### config.mk
export PLATFORM = sky130hd
export DESIGN_NAME = pmcc_top
export DESIGN_NICKNAME = d
export VERILOG_FILES = /design/src/common/pmcc_pkg.sv /design/src/core/pmcc_gate.sv /design/src/core/pmcc_axil.sv /design/src/core/pmcc_top.sv
export VERILOG_INCLUDE_DIRS = /design/src /design/src/common
export SDC_FILE = /design/constraint.sdc
export NUM_CORES = 1
export LEC_CHECK = 0
export CORE_MARGIN = 4
export CORE_UTILIZATION = 55
export DETAILED_ROUTE_END_ITERATION = 10
export DONT_BUFFER_PORTS = 1
export PLACE_DENSITY_LB_ADDON = 0.08
export SYNTH_ARGS = -nofsm -noshare
export SYNTH_HDL_FRONTEND = slang
export SYNTH_SLANG_ARGS = --single-unit
### constraint.sdc
create_clock -name sys_clk -period 2.01 [get_ports sys_clk]
set_input_delay 0.201 -clock sys_clk [delete_from_list [all_inputs] [get_ports sys_clk]]
set_output_delay 0.201 -clock sys_clk [all_outputs]
set_load 0.01 [all_outputs]
### src/common/pmcc_consts.svh
// Constants of the power-mode clock controller: register offsets,
// field positions, reset values and bus response codes.
// Assumes inclusion by bare name from any file that needs them.
`ifndef PMCC_CONSTS_SVH
`define PMCC_CONSTS_SVH
`define PMCC_ADDR_W 8
`define PMCC_OFF_PLLCTL 8'h00
`define PMCC_OFF_MODEREQ 8'h04
`define PMCC_OFF_STATUS 8'h08
`define PMCC_OFF_PCLKEN 8'h0c
`define PMCC_OFF_VLEVEL 8'h10
`define PMCC_OFF_WAKEEN 8'h14
`define PMCC_BIT_PLLOFF 0
`define PMCC_BIT_BYPASS 1
`define PMCC_MODE_W 3
`define PMCC_MODE_COUNT 3'h5
`define PMCC_VLEVEL_W 4
`define PMCC_VLEVEL_RST 4'h8
`define PMCC_RESP_OKAY 2'h0
`define PMCC_RESP_SLVERR 2'h2
`endif

### src/common/pmcc_pkg.sv
// Types shared by the power-mode clock controller files.
// Assumes pmcc_consts.svh is on the include path.
`include "pmcc_consts.svh"
package pmcc_pkg;
   // Operating modes, in order of falling power
   typedef enum logic [`PMCC_MODE_W-1:0] {
      pmcc_full_on,
      pmcc_active,
      pmcc_sleep,
      pmcc_deep_sleep,
      pmcc_hibernate
   } pmcc_mode_t;

   // One register write, as handed from the bus slave
   typedef struct packed {
      logic [`PMCC_ADDR_W-1:0] addr;
      logic [31:0] data;
      logic [3:0] strb;
   } pmcc_wr_t;

   // Clocking and power outputs of one mode
   typedef struct packed {
      logic pll_en;
      logic pll_bypass;
      logic core_clk_en;
      logic sys_clk_en;
      logic core_power_on;
   } pmcc_pwr_t;

   // Merge write data into an old word under byte strobes
   function automatic logic [31:0] pmcc_merge(input logic [31:0] old,
         input logic [31:0] data, input logic [3:0] strb);
      logic [31:0] res;
      res = old;
      for (int i = 0; i < 4; i++) begin
         if (strb[i]) begin
            res[8*i +: 8] = data[8*i +: 8];
         end
      end
      return res;
   endfunction
endpackage

### src/core/pmcc_gate.sv
// Bank of registered gate enables for clock and power controls.
// Assumes the clock gate cells downstream latch the enable on the low
// phase, so an enable that changes only at a rising edge cannot glitch.
`timescale 1ns/10ps
`default_nettype none
module pmcc_gate #(
   parameter int W = 1,
   parameter logic [W-1:0] RST_VAL = '1
) (
   // Clock and reset
   input wire logic sys_clk,
   input wire logic rst,
   // Wanted and applied enables
   input wire logic [W-1:0] en_d,
   output var logic [W-1:0] en_q
);
   // Each enable moves only on a clock edge
   always_ff @(posedge sys_clk) begin
      if (rst) begin
         en_q <= RST_VAL;
      end else begin
         en_q <= en_d;
      end
   end
endmodule // pmcc_gate
`default_nettype wire

### src/core/pmcc_axil.sv
// AXI4-Lite slave front end for the power-mode clock controller.
// Assumes the register file answers a read address combinationally.
`timescale 1ns/10ps
`default_nettype none
`include "pmcc_consts.svh"
module pmcc_axil
   import pmcc_pkg::*;
(
   // Clock and reset
   input wire logic sys_clk,
   input wire logic rst,
   // Write address and data
   input wire logic s_axi_awvalid,
   output logic s_axi_awready,
   input wire logic [`PMCC_ADDR_W-1:0] s_axi_awaddr,
   input wire logic s_axi_wvalid,
   output logic s_axi_wready,
   input wire logic [31:0] s_axi_wdata,
   input wire logic [3:0] s_axi_wstrb,
   // Write response
   output logic s_axi_bvalid,
   input wire logic s_axi_bready,
   output logic [1:0] s_axi_bresp,
   // Read address and data
   input wire logic s_axi_arvalid,
   output logic s_axi_arready,
   input wire logic [`PMCC_ADDR_W-1:0] s_axi_araddr,
   output logic s_axi_rvalid,
   input wire logic s_axi_rready,
   output logic [31:0] s_axi_rdata,
   output logic [1:0] s_axi_rresp,
   // Register file side
   output logic wr_en,
   output pmcc_wr_t wr,
   input wire logic wr_ok,
   output logic [`PMCC_ADDR_W-1:0] rd_addr,
   input wire logic [31:0] rd_data,
   input wire logic rd_ok
);
   logic aw_have_q, w_have_q, ar_have_q, bvalid_q, rvalid_q;
   logic [1:0] bresp_q, rresp_q;
   logic [31:0] rdata_q;

   // One write at a time: channels close while a response is pending
   assign s_axi_awready = !aw_have_q && !bvalid_q;
   assign s_axi_wready = !w_have_q && !bvalid_q;
   assign s_axi_arready = !ar_have_q && !rvalid_q;
   assign wr_en = aw_have_q && w_have_q && !bvalid_q;
   assign s_axi_bvalid = bvalid_q;
   assign s_axi_bresp = bresp_q;
   assign s_axi_rvalid = rvalid_q;
   assign s_axi_rdata = rdata_q;
   assign s_axi_rresp = rresp_q;

   // Write side: address and data may arrive in either order
   always_ff @(posedge sys_clk) begin
      if (rst) begin
         aw_have_q <= 1'b0;
         w_have_q <= 1'b0;
         bvalid_q <= 1'b0;
         bresp_q <= `PMCC_RESP_OKAY;
         wr <= '0;
      end else begin
         if (s_axi_awvalid && s_axi_awready) begin
            aw_have_q <= 1'b1;
            wr.addr <= s_axi_awaddr;
         end
         if (s_axi_wvalid && s_axi_wready) begin
            w_have_q <= 1'b1;
            wr.data <= s_axi_wdata;
            wr.strb <= s_axi_wstrb;
         end
         if (wr_en) begin
            aw_have_q <= 1'b0;
            w_have_q <= 1'b0;
            bvalid_q <= 1'b1;
            bresp_q <= wr_ok ? `PMCC_RESP_OKAY : `PMCC_RESP_SLVERR;
         end else if (s_axi_bready) begin
            bvalid_q <= 1'b0;
         end
      end
   end

   // Read side: address held one cycle, data registered the next
   logic [`PMCC_ADDR_W-1:0] ar_addr_q;
   always_ff @(posedge sys_clk) begin
      if (rst) begin
         ar_have_q <= 1'b0;
         ar_addr_q <= '0;
         rvalid_q <= 1'b0;
         rdata_q <= '0;
         rresp_q <= `PMCC_RESP_OKAY;
      end else begin
         if (s_axi_arvalid && s_axi_arready) begin
            ar_have_q <= 1'b1;
            ar_addr_q <= s_axi_araddr;
         end
         if (ar_have_q) begin
            ar_have_q <= 1'b0;
            rvalid_q <= 1'b1;
            rdata_q <= rd_ok ? rd_data : 32'h0000_0000;
            rresp_q <= rd_ok ? `PMCC_RESP_OKAY : `PMCC_RESP_SLVERR;
         end else if (s_axi_rready) begin
            rvalid_q <= 1'b0;
         end
      end
   end
   assign rd_addr = ar_addr_q;
endmodule // pmcc_axil
`default_nettype wire

### src/core/pmcc_top.sv
// Power-mode clock controller: mode state machine, register file,
// clock gate and power enables for the core and system domains.
// Assumes a free-running input clock; gate cells and the PLL mux are
// outside, steered by the registered enables this block drives.
`timescale 1ns/10ps
`default_nettype none
`include "pmcc_consts.svh"

// What this block does
// RULE_01 - Five modes exist, each with its own PLL, clock and power mix.
// RULE_02 - Full-on keeps the PLL on and unbypassed, clocks at full rate.
// RULE_03 - Leaving reset the block sits in full-on with no software help.
// RULE_04 - Active bypasses the PLL and keeps core and system clocks on.
// RULE_05 - With the PLL bypassed both clocks come from the input clock.
// RULE_06 - Active mode still lets DMA reach first-level memory.
// RULE_07 - In active mode the PLL off bit removes the PLL control input.
// RULE_08 - Software clears PLL off before asking active for full-on/sleep.
// RULE_09 - Every peripheral has its own software clock gate.
// RULE_10 - Software sets the core voltage level at any time in any mode.
// RULE_11 - Sleep stops core clock only; wake goes full-on or active.
// RULE_12 - Deep sleep stops both clocks; the RTC interrupt leads to active.
// RULE_13 - Hibernate drops power; any enabled wake starts a full reset.
// RULE_14 - Sleep blocks system DMA into first-level memory.
// RULE_15 - Mode shows in status, and enables move only on clock edges.
module pmcc_top
   import pmcc_pkg::*;
#(
   parameter int NPERIPH = 32,
   parameter int NWAKE = 8
) (
   // Clock and reset
   input wire logic sys_clk,
   input wire logic rst,
   // AXI4-Lite write channels
   input wire logic s_axi_awvalid,
   output logic s_axi_awready,
   input wire logic [`PMCC_ADDR_W-1:0] s_axi_awaddr,
   input wire logic s_axi_wvalid,
   output logic s_axi_wready,
   input wire logic [31:0] s_axi_wdata,
   input wire logic [3:0] s_axi_wstrb,
   output logic s_axi_bvalid,
   input wire logic s_axi_bready,
   output logic [1:0] s_axi_bresp,
   // AXI4-Lite read channels
   input wire logic s_axi_arvalid,
   output logic s_axi_arready,
   input wire logic [`PMCC_ADDR_W-1:0] s_axi_araddr,
   output logic s_axi_rvalid,
   input wire logic s_axi_rready,
   output logic [31:0] s_axi_rdata,
   output logic [1:0] s_axi_rresp,
   // Wake sources
   input wire logic [NWAKE-1:0] wake_events,
   input wire logic rtc_irq,
   // Clock, power and DMA controls
   output pmcc_pwr_t pwr,
   output logic [NPERIPH-1:0] periph_clk_en,
   output logic [`PMCC_VLEVEL_W-1:0] vlevel,
   output logic l1_dma_allow,
   output logic reset_seq_req,
   output pmcc_mode_t mode
);
   //--------------------------------------------------------------------
   // Bus front end
   //--------------------------------------------------------------------
   logic wr_en, wr_ok, rd_ok;
   pmcc_wr_t wr;
   logic [`PMCC_ADDR_W-1:0] rd_addr;
   logic [31:0] rd_data;

   pmcc_axil u_axil (
      .sys_clk(sys_clk),
      .rst(rst),
      .s_axi_awvalid(s_axi_awvalid),
      .s_axi_awready(s_axi_awready),
      .s_axi_awaddr(s_axi_awaddr),
      .s_axi_wvalid(s_axi_wvalid),
      .s_axi_wready(s_axi_wready),
      .s_axi_wdata(s_axi_wdata),
      .s_axi_wstrb(s_axi_wstrb),
      .s_axi_bvalid(s_axi_bvalid),
      .s_axi_bready(s_axi_bready),
      .s_axi_bresp(s_axi_bresp),
      .s_axi_arvalid(s_axi_arvalid),
      .s_axi_arready(s_axi_arready),
      .s_axi_araddr(s_axi_araddr),
      .s_axi_rvalid(s_axi_rvalid),
      .s_axi_rready(s_axi_rready),
      .s_axi_rdata(s_axi_rdata),
      .s_axi_rresp(s_axi_rresp),
      .wr_en(wr_en),
      .wr(wr),
      .wr_ok(wr_ok),
      .rd_addr(rd_addr),
      .rd_data(rd_data),
      .rd_ok(rd_ok)
   );

   //--------------------------------------------------------------------
   // Address decode
   //--------------------------------------------------------------------
   // Only whole-word offsets in the map are answered with OKAY
   function automatic logic pmcc_mapped(input logic [`PMCC_ADDR_W-1:0] a);
      return (a == `PMCC_OFF_PLLCTL) || (a == `PMCC_OFF_MODEREQ) ||
             (a == `PMCC_OFF_STATUS) || (a == `PMCC_OFF_PCLKEN) ||
             (a == `PMCC_OFF_VLEVEL) || (a == `PMCC_OFF_WAKEEN);
   endfunction

   assign wr_ok = pmcc_mapped(wr.addr);
   assign rd_ok = pmcc_mapped(rd_addr);

   logic wr_pllctl, wr_modereq, wr_pclken, wr_vlevel, wr_wakeen;
   assign wr_pllctl = wr_en && (wr.addr == `PMCC_OFF_PLLCTL);
   assign wr_modereq = wr_en && (wr.addr == `PMCC_OFF_MODEREQ) &&
                       wr.strb[0];
   assign wr_pclken = wr_en && (wr.addr == `PMCC_OFF_PCLKEN);
   assign wr_vlevel = wr_en && (wr.addr == `PMCC_OFF_VLEVEL);
   assign wr_wakeen = wr_en && (wr.addr == `PMCC_OFF_WAKEEN);

   //--------------------------------------------------------------------
   // Software-owned registers
   //--------------------------------------------------------------------
   logic pll_off_q, bypass_q;
   logic [NPERIPH-1:0] pclken_q;
   logic [`PMCC_VLEVEL_W-1:0] vlevel_q;
   logic [NWAKE-1:0] wakeen_q;
   logic [31:0] pllctl_word, pclken_word, wake_word, vlevel_word;
   logic [31:0] pllctl_new, pclken_new, wake_new, vlevel_new;

   // Zero-extended views so the strobe merge works on whole words
   assign pllctl_word = {30'h0, bypass_q, pll_off_q};
   assign pclken_word = 32'(pclken_q);
   assign wake_word = 32'(wakeen_q);
   assign vlevel_word = 32'(vlevel_q);
   assign pllctl_new = pmcc_merge(pllctl_word, wr.data, wr.strb);
   assign pclken_new = pmcc_merge(pclken_word, wr.data, wr.strb);
   assign wake_new = pmcc_merge(wake_word, wr.data, wr.strb);
   assign vlevel_new = pmcc_merge(vlevel_word, wr.data, wr.strb);

   // Per-peripheral clock gates, all running after reset
   always_ff @(posedge sys_clk) begin
      if (rst) begin
         pclken_q <= '1;
      end else if (wr_pclken) begin
         pclken_q <= pclken_new[NPERIPH-1:0]; // [RULE_09]
      end
   end

   // Core voltage request is free of the mode machine
   always_ff @(posedge sys_clk) begin
      if (rst) begin
         vlevel_q <= `PMCC_VLEVEL_RST;
      end else if (wr_vlevel) begin
         vlevel_q <= vlevel_new[`PMCC_VLEVEL_W-1:0]; // [RULE_10]
      end
   end

   // Wake enable mask for sleep and hibernate exits
   always_ff @(posedge sys_clk) begin
      if (rst) begin
         wakeen_q <= '0;
      end else if (wr_wakeen) begin
         wakeen_q <= wake_new[NWAKE-1:0];
      end
   end

   //--------------------------------------------------------------------
   // Mode state machine
   //--------------------------------------------------------------------
   pmcc_mode_t mode_q, mode_d, req_mode;
   logic req_legal, req_refused_q, wake_hit, reset_req_q;

   assign req_mode = pmcc_mode_t'(wr.data[`PMCC_MODE_W-1:0]);
   assign wake_hit = |(wake_events & wakeen_q);

   // Legal software requests; only a running core can issue them.
   // A PLL left off blocks the way back to full-on or sleep.
   always_comb begin
      req_legal = 1'b0;
      if (wr.data[`PMCC_MODE_W-1:0] < `PMCC_MODE_COUNT) begin
         case (mode_q)
            pmcc_full_on: req_legal = 1'b1;
            pmcc_active: begin
               req_legal = !(pll_off_q && ((req_mode == pmcc_full_on) ||
                           (req_mode == pmcc_sleep))); // [RULE_08]
            end
            default: req_legal = 1'b0;
         endcase
      end
   end

   // Next mode from requests and wake events
   always_comb begin
      mode_d = mode_q;
      case (mode_q)
         pmcc_full_on, pmcc_active: begin
            if (wr_modereq && req_legal) begin
               mode_d = req_mode; // [RULE_01]
            end
         end
         pmcc_sleep: begin
            if (wake_hit) begin
               mode_d = bypass_q ? pmcc_active : pmcc_full_on; // [RULE_11]
            end
         end
         pmcc_deep_sleep: begin
            if (rtc_irq) begin
               mode_d = pmcc_active; // [RULE_12]
            end
         end
         pmcc_hibernate: mode_d = pmcc_hibernate;
         default: mode_d = pmcc_full_on;
      endcase
   end

   // Mode register; reset lands in full-on
   always_ff @(posedge sys_clk) begin
      if (rst) begin
         mode_q <= pmcc_full_on; // [RULE_03] [RULE_13]
      end else begin
         mode_q <= mode_d; // [RULE_15]
      end
   end

   // Hibernate never resumes: a wake asks for the full reset sequence,
   // held until the chip reset comes back round to clear it
   always_ff @(posedge sys_clk) begin
      if (rst) begin
         reset_req_q <= 1'b0;
      end else if ((mode_q == pmcc_hibernate) && (wake_hit || rtc_irq)) begin
         reset_req_q <= 1'b1; // [RULE_13]
      end
   end

   // Refusal flag; each mode request sets it if refused and clears it if legal
   always_ff @(posedge sys_clk) begin
      if (rst) begin
         req_refused_q <= 1'b0;
      end else if (wr_modereq) begin
         req_refused_q <= !req_legal;
      end
   end

   // PLL control bits. Entering active forces bypass on and full-on
   // forces it off, so the bit always tells sleep where to return.
   always_ff @(posedge sys_clk) begin
      if (rst) begin
         pll_off_q <= 1'b0;
         bypass_q <= 1'b0;
      end else begin
         if (wr_pllctl) begin
            pll_off_q <= pllctl_new[`PMCC_BIT_PLLOFF];
            bypass_q <= pllctl_new[`PMCC_BIT_BYPASS];
         end
         if ((mode_d == pmcc_active) && (mode_q != pmcc_active)) begin
            bypass_q <= 1'b1;
         end else if ((mode_d == pmcc_full_on) &&
                      (mode_q != pmcc_full_on)) begin
            bypass_q <= 1'b0;
         end
      end
   end

   //--------------------------------------------------------------------
   // Per-mode clock and power settings
   //--------------------------------------------------------------------
   pmcc_pwr_t pwr_d;
   logic dma_d;

   // Settings follow the next mode so they change with the mode register
   always_comb begin
      pwr_d = '0;
      dma_d = 1'b0;
      case (mode_d)
         pmcc_full_on: begin
            pwr_d = '{1'b1, 1'b0, 1'b1, 1'b1, 1'b1}; // [RULE_02]
            dma_d = 1'b1;
         end
         pmcc_active: begin
            // Bypass puts both clocks on the input clock
            pwr_d = '{!pll_off_q, 1'b1, 1'b1, 1'b1, 1'b1}; // [RULE_04]
            pwr_d.pll_en = !pll_off_q; // [RULE_07] [RULE_05]
            dma_d = 1'b1; // [RULE_06]
         end
         pmcc_sleep: begin
            pwr_d = '{1'b1, bypass_q, 1'b0, 1'b1, 1'b1}; // [RULE_11]
            dma_d = 1'b0; // [RULE_14]
         end
         pmcc_deep_sleep: begin
            pwr_d = '{1'b0, bypass_q, 1'b0, 1'b0, 1'b1}; // [RULE_12]
         end
         pmcc_hibernate: begin
            pwr_d = '{1'b0, bypass_q, 1'b0, 1'b0, 1'b0}; // [RULE_13]
         end
         default: begin
            pwr_d = '{1'b1, 1'b0, 1'b1, 1'b1, 1'b1};
            dma_d = 1'b1;
         end
      endcase
   end

   //--------------------------------------------------------------------
   // Registered enables
   //--------------------------------------------------------------------
   // Flop stages keep every gate and select free of decode glitches
   logic [5:0] ctl_q;
   pmcc_gate #(.W(6), .RST_VAL(6'h2f)) u_ctl_gate (
      .sys_clk(sys_clk),
      .rst(rst),
      .en_d({pwr_d, dma_d}),
      .en_q(ctl_q)
   ); // [RULE_15]

   pmcc_gate #(.W(NPERIPH), .RST_VAL('1)) u_pclk_gate (
      .sys_clk(sys_clk),
      .rst(rst),
      .en_d(pclken_q & {NPERIPH{pwr_d.sys_clk_en}}),
      .en_q(periph_clk_en)
   ); // [RULE_09]

   assign pwr = ctl_q[5:1];
   assign l1_dma_allow = ctl_q[0];
   assign vlevel = vlevel_q;
   assign reset_seq_req = reset_req_q;
   assign mode = mode_q;

   //--------------------------------------------------------------------
   // Read mux
   //--------------------------------------------------------------------
   // Status shows the live mode and applied enables
   always_comb begin
      rd_data = 32'h0000_0000;
      case (rd_addr)
         `PMCC_OFF_PLLCTL: rd_data = pllctl_word;
         `PMCC_OFF_STATUS: begin
            rd_data = {21'h0, reset_req_q, req_refused_q, ctl_q,
                       mode_q}; // [RULE_15]
         end
         `PMCC_OFF_PCLKEN: rd_data = pclken_word;
         `PMCC_OFF_VLEVEL: rd_data = vlevel_word;
         `PMCC_OFF_WAKEEN: rd_data = wake_word;
         default: rd_data = 32'h0000_0000;
      endcase
   end
endmodule // pmcc_top
`default_nettype wire

# Yosys cells after proc, flatten, opt, wreduce, memory -nomap -nowiden
# Cells that the tools add are included.
# totals
elab_cells	132
reg_bits	182
# op_classes
eq_ne	20
muxes	22
magnitude_cmp	1
bitwise_logic	2
reduce_logical	62
# op_table
op	n
$pmux 32 s5	1
$and 32x32->32	1
$eq 8x4->1 const B	4
$eq 8x5->1 const B	4
$mux 32	1
$pmux 5 s4	1
$logic_and 1x1->1	19
$eq 8x3->1 const B	2
$logic_not 8->1	2
$reduce_and 2->1	8
$eq 3x2->1 const B	5
$logic_or 1x1->1	12
$pmux 3 s4	1
$mux 1	11
$logic_not 3->1	3
$mux 3	3
$reduce_bool 3->1	3
$and 8x8->8	1
$logic_not 1->1	8
$reduce_or 8->1	1
$eq 3x1->1 const B	2
$eq 3x3->1 const B	2
$mux 2	3
$reduce_or 2->1	3
other kinds (5)	6

# Depth between registers and ports, before layout
# depth
ltp_word	13
mapped_depth	8
ltp_nobuf	6

# Hierarchy
# From an unflattened synthesis, not the netlist that was laid out.
# unflattened
hier_cells	787
hier_area_um2	7115.6
# modules_own_cells
mod	cells_per_inst	seq_area_each_um2	area_each_um2	n_inst
pmcc_axil	393	1821.7	3309.4	1
pmcc_top	315	1021.0	2773.9	1
pmcc_gate (u_pclk_gate)	67	640.6	874.6	1
pmcc_gate (u_ctl_gate)	12	120.1	157.7	1

# Worst setup path before layout
# OpenSTA, ideal clock, no wires.
# synth_path
kind	register to register
start	reg, netlist name u_axil.wr[38]
end	reg u_ctl_gate.en_q[5]
path_stages_with_launch	7
path_slack_ps	185
arrival_time_ps	1706
t_required_ps	1890
path_buffers	0
cell_sequence	dfxtp_1 -> or3b_4 -> nand4b_1 -> nor3_2 -> nand3_1 -> o211a_1 -> a211o_1
# synth_via
elab_chain_cells	8
elab_cells_between_ends	11
classes_between	5 x eq/ne; 3 x mux; 3 x reduce/logical
# synth_rtl
item	line_no	source
$eq 8x3->1 (no line) *	--	
$logic_and 1x1->1 * (2 in a row)	pmcc_top.sv:115	assign wr_modereq = wr_en && (wr.addr == `PMCC_OFF_MODEREQ) &&
$logic_and 1x1->1 *	pmcc_top.sv:198	if (wr_modereq && req_legal) begin
$mux 3 *	pmcc_top.sv:198	
$pmux 3 s4 *	pmcc_top.sv:196	case (mode_q)
$eq 3x3->1 (tied with other cells)	pmcc_top.sv:275	case (mode_d)
$pmux 5 s4 *	pmcc_top.sv:275	
to (signal assigned)	pmcc_gate.sv:22	en_q <= en_d;
to (decl)	pmcc_gate.sv:15	output var logic [W-1:0] en_q
# Mark *: on every way between the ends. The rest lies on a longest branch, timed or not.
# A chain may end at the register's enable or synchronous reset.

# Worst setup path after layout
# layout_path
start	reg, netlist name u_axil.wr[36]
end	reg u_pclk_gate.en_q[31]
# layout_via
elab_chain_cells	9
elab_cells_between_ends	12
classes_between	5 x eq/ne; 3 x mux; 1 x bitwise; 3 x reduce/logical
# layout_rtl
item	line_no	source
$eq 8x3->1 (no line) *	--	
$logic_and 1x1->1 * (2 in a row)	pmcc_top.sv:115	
$logic_and 1x1->1 *	pmcc_top.sv:198	
$mux 3 *	pmcc_top.sv:198	
$pmux 3 s4 *	pmcc_top.sv:196	
$eq 3x3->1 (tied with other cells)	pmcc_top.sv:275	
$pmux 5 s4 *	pmcc_top.sv:275	
$and 32x32->32 *	pmcc_top.sv:318	.en_d(pclken_q & {NPERIPH{pwr_d.sys_clk_en}}),
to (signal assigned)	pmcc_gate.sv:22	
to (decl)	pmcc_gate.sv:15	
# Marked as above.

==> flow_summary.toml <==
[setup_path]
reg2reg_slack_ns = 0.02
critPathSlowestCell = "or3b_4"
path_depth = 7
crit_path_start = "u_axil.wr[36]$_SDFFE_PP0P_"
critPathBufInv = 1
path_class = "reg -> reg"
endpoint = "u_pclk_gate.en_q[31]$_SDFF_PP1_"
path_delay_family = "simple AND/OR/NAND/NOR gates"
worst_path_largest_cell_delay_ns = 0.43
arrival_ns = 2.35
rr_startpoint = "u_axil.wr[36]$_SDFFE_PP0P_"
critPathMaxFanout = 7
ff2ff_path_depth = 7
cp-end-kind = "register"
start_kind = "register"
r2r_end = "u_pclk_gate.en_q[31]$_SDFF_PP1_"
required_ns = 2.38
worstPathCellList = "or3b_4 -> nor3b_4 -> nand3_2 -> o31a_1 -> o21ai_4 -> clkbuf_16 -> a21o_1"

[placed_design]
numPlacedInstances = 887
place.gp.congestion = 0.9906
port_buffers = 0
dpl.hpwl_mm = 11.60

[floorplanning]
dieArea_um2 = 14040
die_y_um = 118.5
start_util_pct = 56.13
ios = 155
dieWidth_um = 118.5
num_rows = 40
core_area_um2 = 11960

[sta]
drv_slew = 0
worst_pin_slew_ns = 0.8210
slew_headroom_pct = 45.21
period_share_pct = 98.78
finalHoldViolCount = 71
hold_slack_ns = -0.1404
finClkSkew_ns = 0.005549
finalSetupViolations = 0
setup-tns-final_ns = 0
max_freq_mhz = 503.7
rsz0062_at_grt = "true"
fin_crit_ns = 1.985

[grt]
grt_max_degree = 173
grt.overflow.total = 0
grt_pass1_wl_mm = 27.72
grt_usage_pct = 24.49
first_global_vias = 5333
antenna_found_initial = 0

[cts]
clk_latency_ns = 0.42
clkTransAtPathRegs_ns = 0.06
clock-sinks = 180
cts_root_buffer = "clkbuf_16"
cts_tree = "yes"
cts.htree.levels = 4
cts_buffers = 17
ctsLongestPathBuffers = 2

[synthesis]
synth.distinct_cells = 51
syn-cell-area_um2 = 6714
avgSynthCellArea_um2 = 8.697
async_flop_share_pct = 0
synth_edf_count = 0
ys.flop_type = "dfxtp_1"
yosysSeqAreaShare_pct = 53.67
ys_ff_latch = 180
yosysWarnings = 0
synth_cells = 772

[routing]
drtIter0Drc = 503
first_pass_iters = 6
routedWlPerCell_um = 17.80
postRouteAntennaNets = 0
drc = 0
dr_total_vias = 5541
routed_via_density = 5.677
drt_wl_total_mm = 17.37

[layout]
final_nets = 886
antenna_cells = 0
drive_gt1_share_pct = 9.771
finish.utilization_pct = 68.49
area_growth_pct = 22.03
final_cells = 976

[run]
maxCapViolations = 0

[run_status]
violations = "hold timing"
status = "finished, violations left"

[worst_hold_path]
hold_path.class = "in -> reg"

[pwr]
vdd_ir_drop_max_mv = 0.5713
power_mw = 7.683
p_per_area_nw_per_um2 = 937.8
p_leak_nw = 3.188
==> layout by cell type, fill, tap and decap left out, types with 5 or more instances in the layout <==
cell type,netlist,final
o21ai_0,11,11
nor3_1,5,5
nand2_1,176,176
dlygate4sd3_1,0,56
buf_4,2,20
buf_12,0,5
a22oi_1,6,6
inv_1,10,10
mux2i_1,14,14
nand2b_1,6,6
dfxtp_1,180,178
a21o_1,32,32
a21oi_1,83,82
a222oi_1,8,8
nor2_1,36,32
nand3b_1,33,33
nand3_1,60,59
clkbuf_16,0,18
==> cell type report <==
class	instances	area, um2
Fill cell	957	3769
Sequential cell	180	3606
Multi-Input combinational cell	526	2893
Timing Repair Buffer	83	850.8
Clock buffer	21	470.5
Tap cell	147	183.9
Clock inverter	9	151.4
Inverter	10	37.54
==> per-layer routing <==
metal | part of all wire, % | track usage (%)
met5 | 0 | 0
met4 | 1.5 | 8.182
met3 | 7.5 | 7.177
met2 | 47 | 39.23
met1 | 44 | 31.83
==> timing repair <==
| item | in CTS | in global routing |
|---|---|---|
| setup endpoints to repair | 0 | 61 |
| hold buffers | 39 | 17 |
| hold endpoints to repair | 172 | 132 |
| resized for setup | 0 | 18 |
| setup buffers | 0 | 2 |
==> flip-flops by register name, summed over array words and instances (netlist names), 3 cells and up <==
register            count
vlevel                  4
pclken_q               32
u_axil.s_axi_rdata     32
mode                    3
wakeen_q                8
u_pclk_gate.en_q       32
u_ctl_gate.en_q         6
u_axil.wr              44
u_axil.rd_addr          8
==> worst reg2reg max path: cells and delay by family (launching register included) <==
family / cells / cell delay (ns)
simple gates: 3 / 0.83
flops: 1 / 0.33
compound gates: 3 / 0.56
buf+inv: 1 / 0.22
==> Yosys cell counts, types with 6 or more instances <==
master | n | area (um2)
a21oi_1 | 83 | 415.4
nand2_1 | 176 | 660.6
a22oi_1 | 6 | 45.04
inv_1 | 10 | 37.54
clkbuf_1 | 41 | 153.9
nand2b_1 | 6 | 37.54
nor2_1 | 36 | 135.1
a222oi_1 | 8 | 80.08
nand3_1 | 60 | 300.3
nand3b_1 | 33 | 247.7
o21ai_0 | 11 | 55.05
mux2i_1 | 14 | 140.1
a21o_1 | 32 | 240.2
dfxtp_1 | 180 | 3603
buf_1 | 6 | 22.52
==> worst min-delay path by stage <==
| stage | startpoint | end | slack, ns | cells past startpoint |
|---|---|---|---|---|
| after detailed placement | rst | u_axil.rd_addr[0]$_SDFFE_PP0P_ | 0.29 | 1 |
| final | rst | u_axil.s_axi_rdata[30]$_SDFFE_PP0P_ | -0.14 | 1 |
| after global routing | rst | u_axil.s_axi_rdata[31]$_SDFFE_PP0P_ | -0.17 | 1 |
| after global placement | rst | u_axil.s_axi_rdata[29]$_SDFFE_PP0P_ | 0.29 | 1 |
| after floorplan | s_axi_awaddr[5] | u_axil.wr[41]$_SDFFE_PP0P_ | 0.34 | 2 |
| after CTS | rst | u_axil.s_axi_rdata[27]$_SDFFE_PP0P_ | -0.16 | 1 |
==> cell families (layout without fill, tap and decap cells) <==
logic type / count (synthesis) / in the layout / share of synthesized area (%)
AND/OR/NAND/NOR: 345 / 345 / 24.47
flip-flops: 180 / 180 / 53.67
AO/OA/AOI/OAI: 165 / 165 / 15.43
buffers and inverters: 67 / 123 / 4.286
multiplexers: 14 / 14 / 2.087
other: 1 / 2 / 0.05585
==> power by group <==
group          internal, mW  switching [mW]  leakage [nW]  total [mW]
Sequential             3.65          0.0827          1.46        3.73
Clock                  2.16            1.31         0.305        3.48
Combinational         0.225           0.246          1.42       0.471
Total                  6.04            1.64          3.19        7.68
==> per-stage QoR <==
step | setup slack, ns | instance area [um2]
3_5_place_dp | 0.01680 | 6897
3_3_place_gp | -0.06035 | 6897
6_report | 0.02458 | 8193
4_1_cts | 0.009449 | 7909
5_1_grt | -0.04554 | 8193
2_1_floorplan | 0.1847 | 6718
Note: power is estimated with default switching activity, not from simulation.
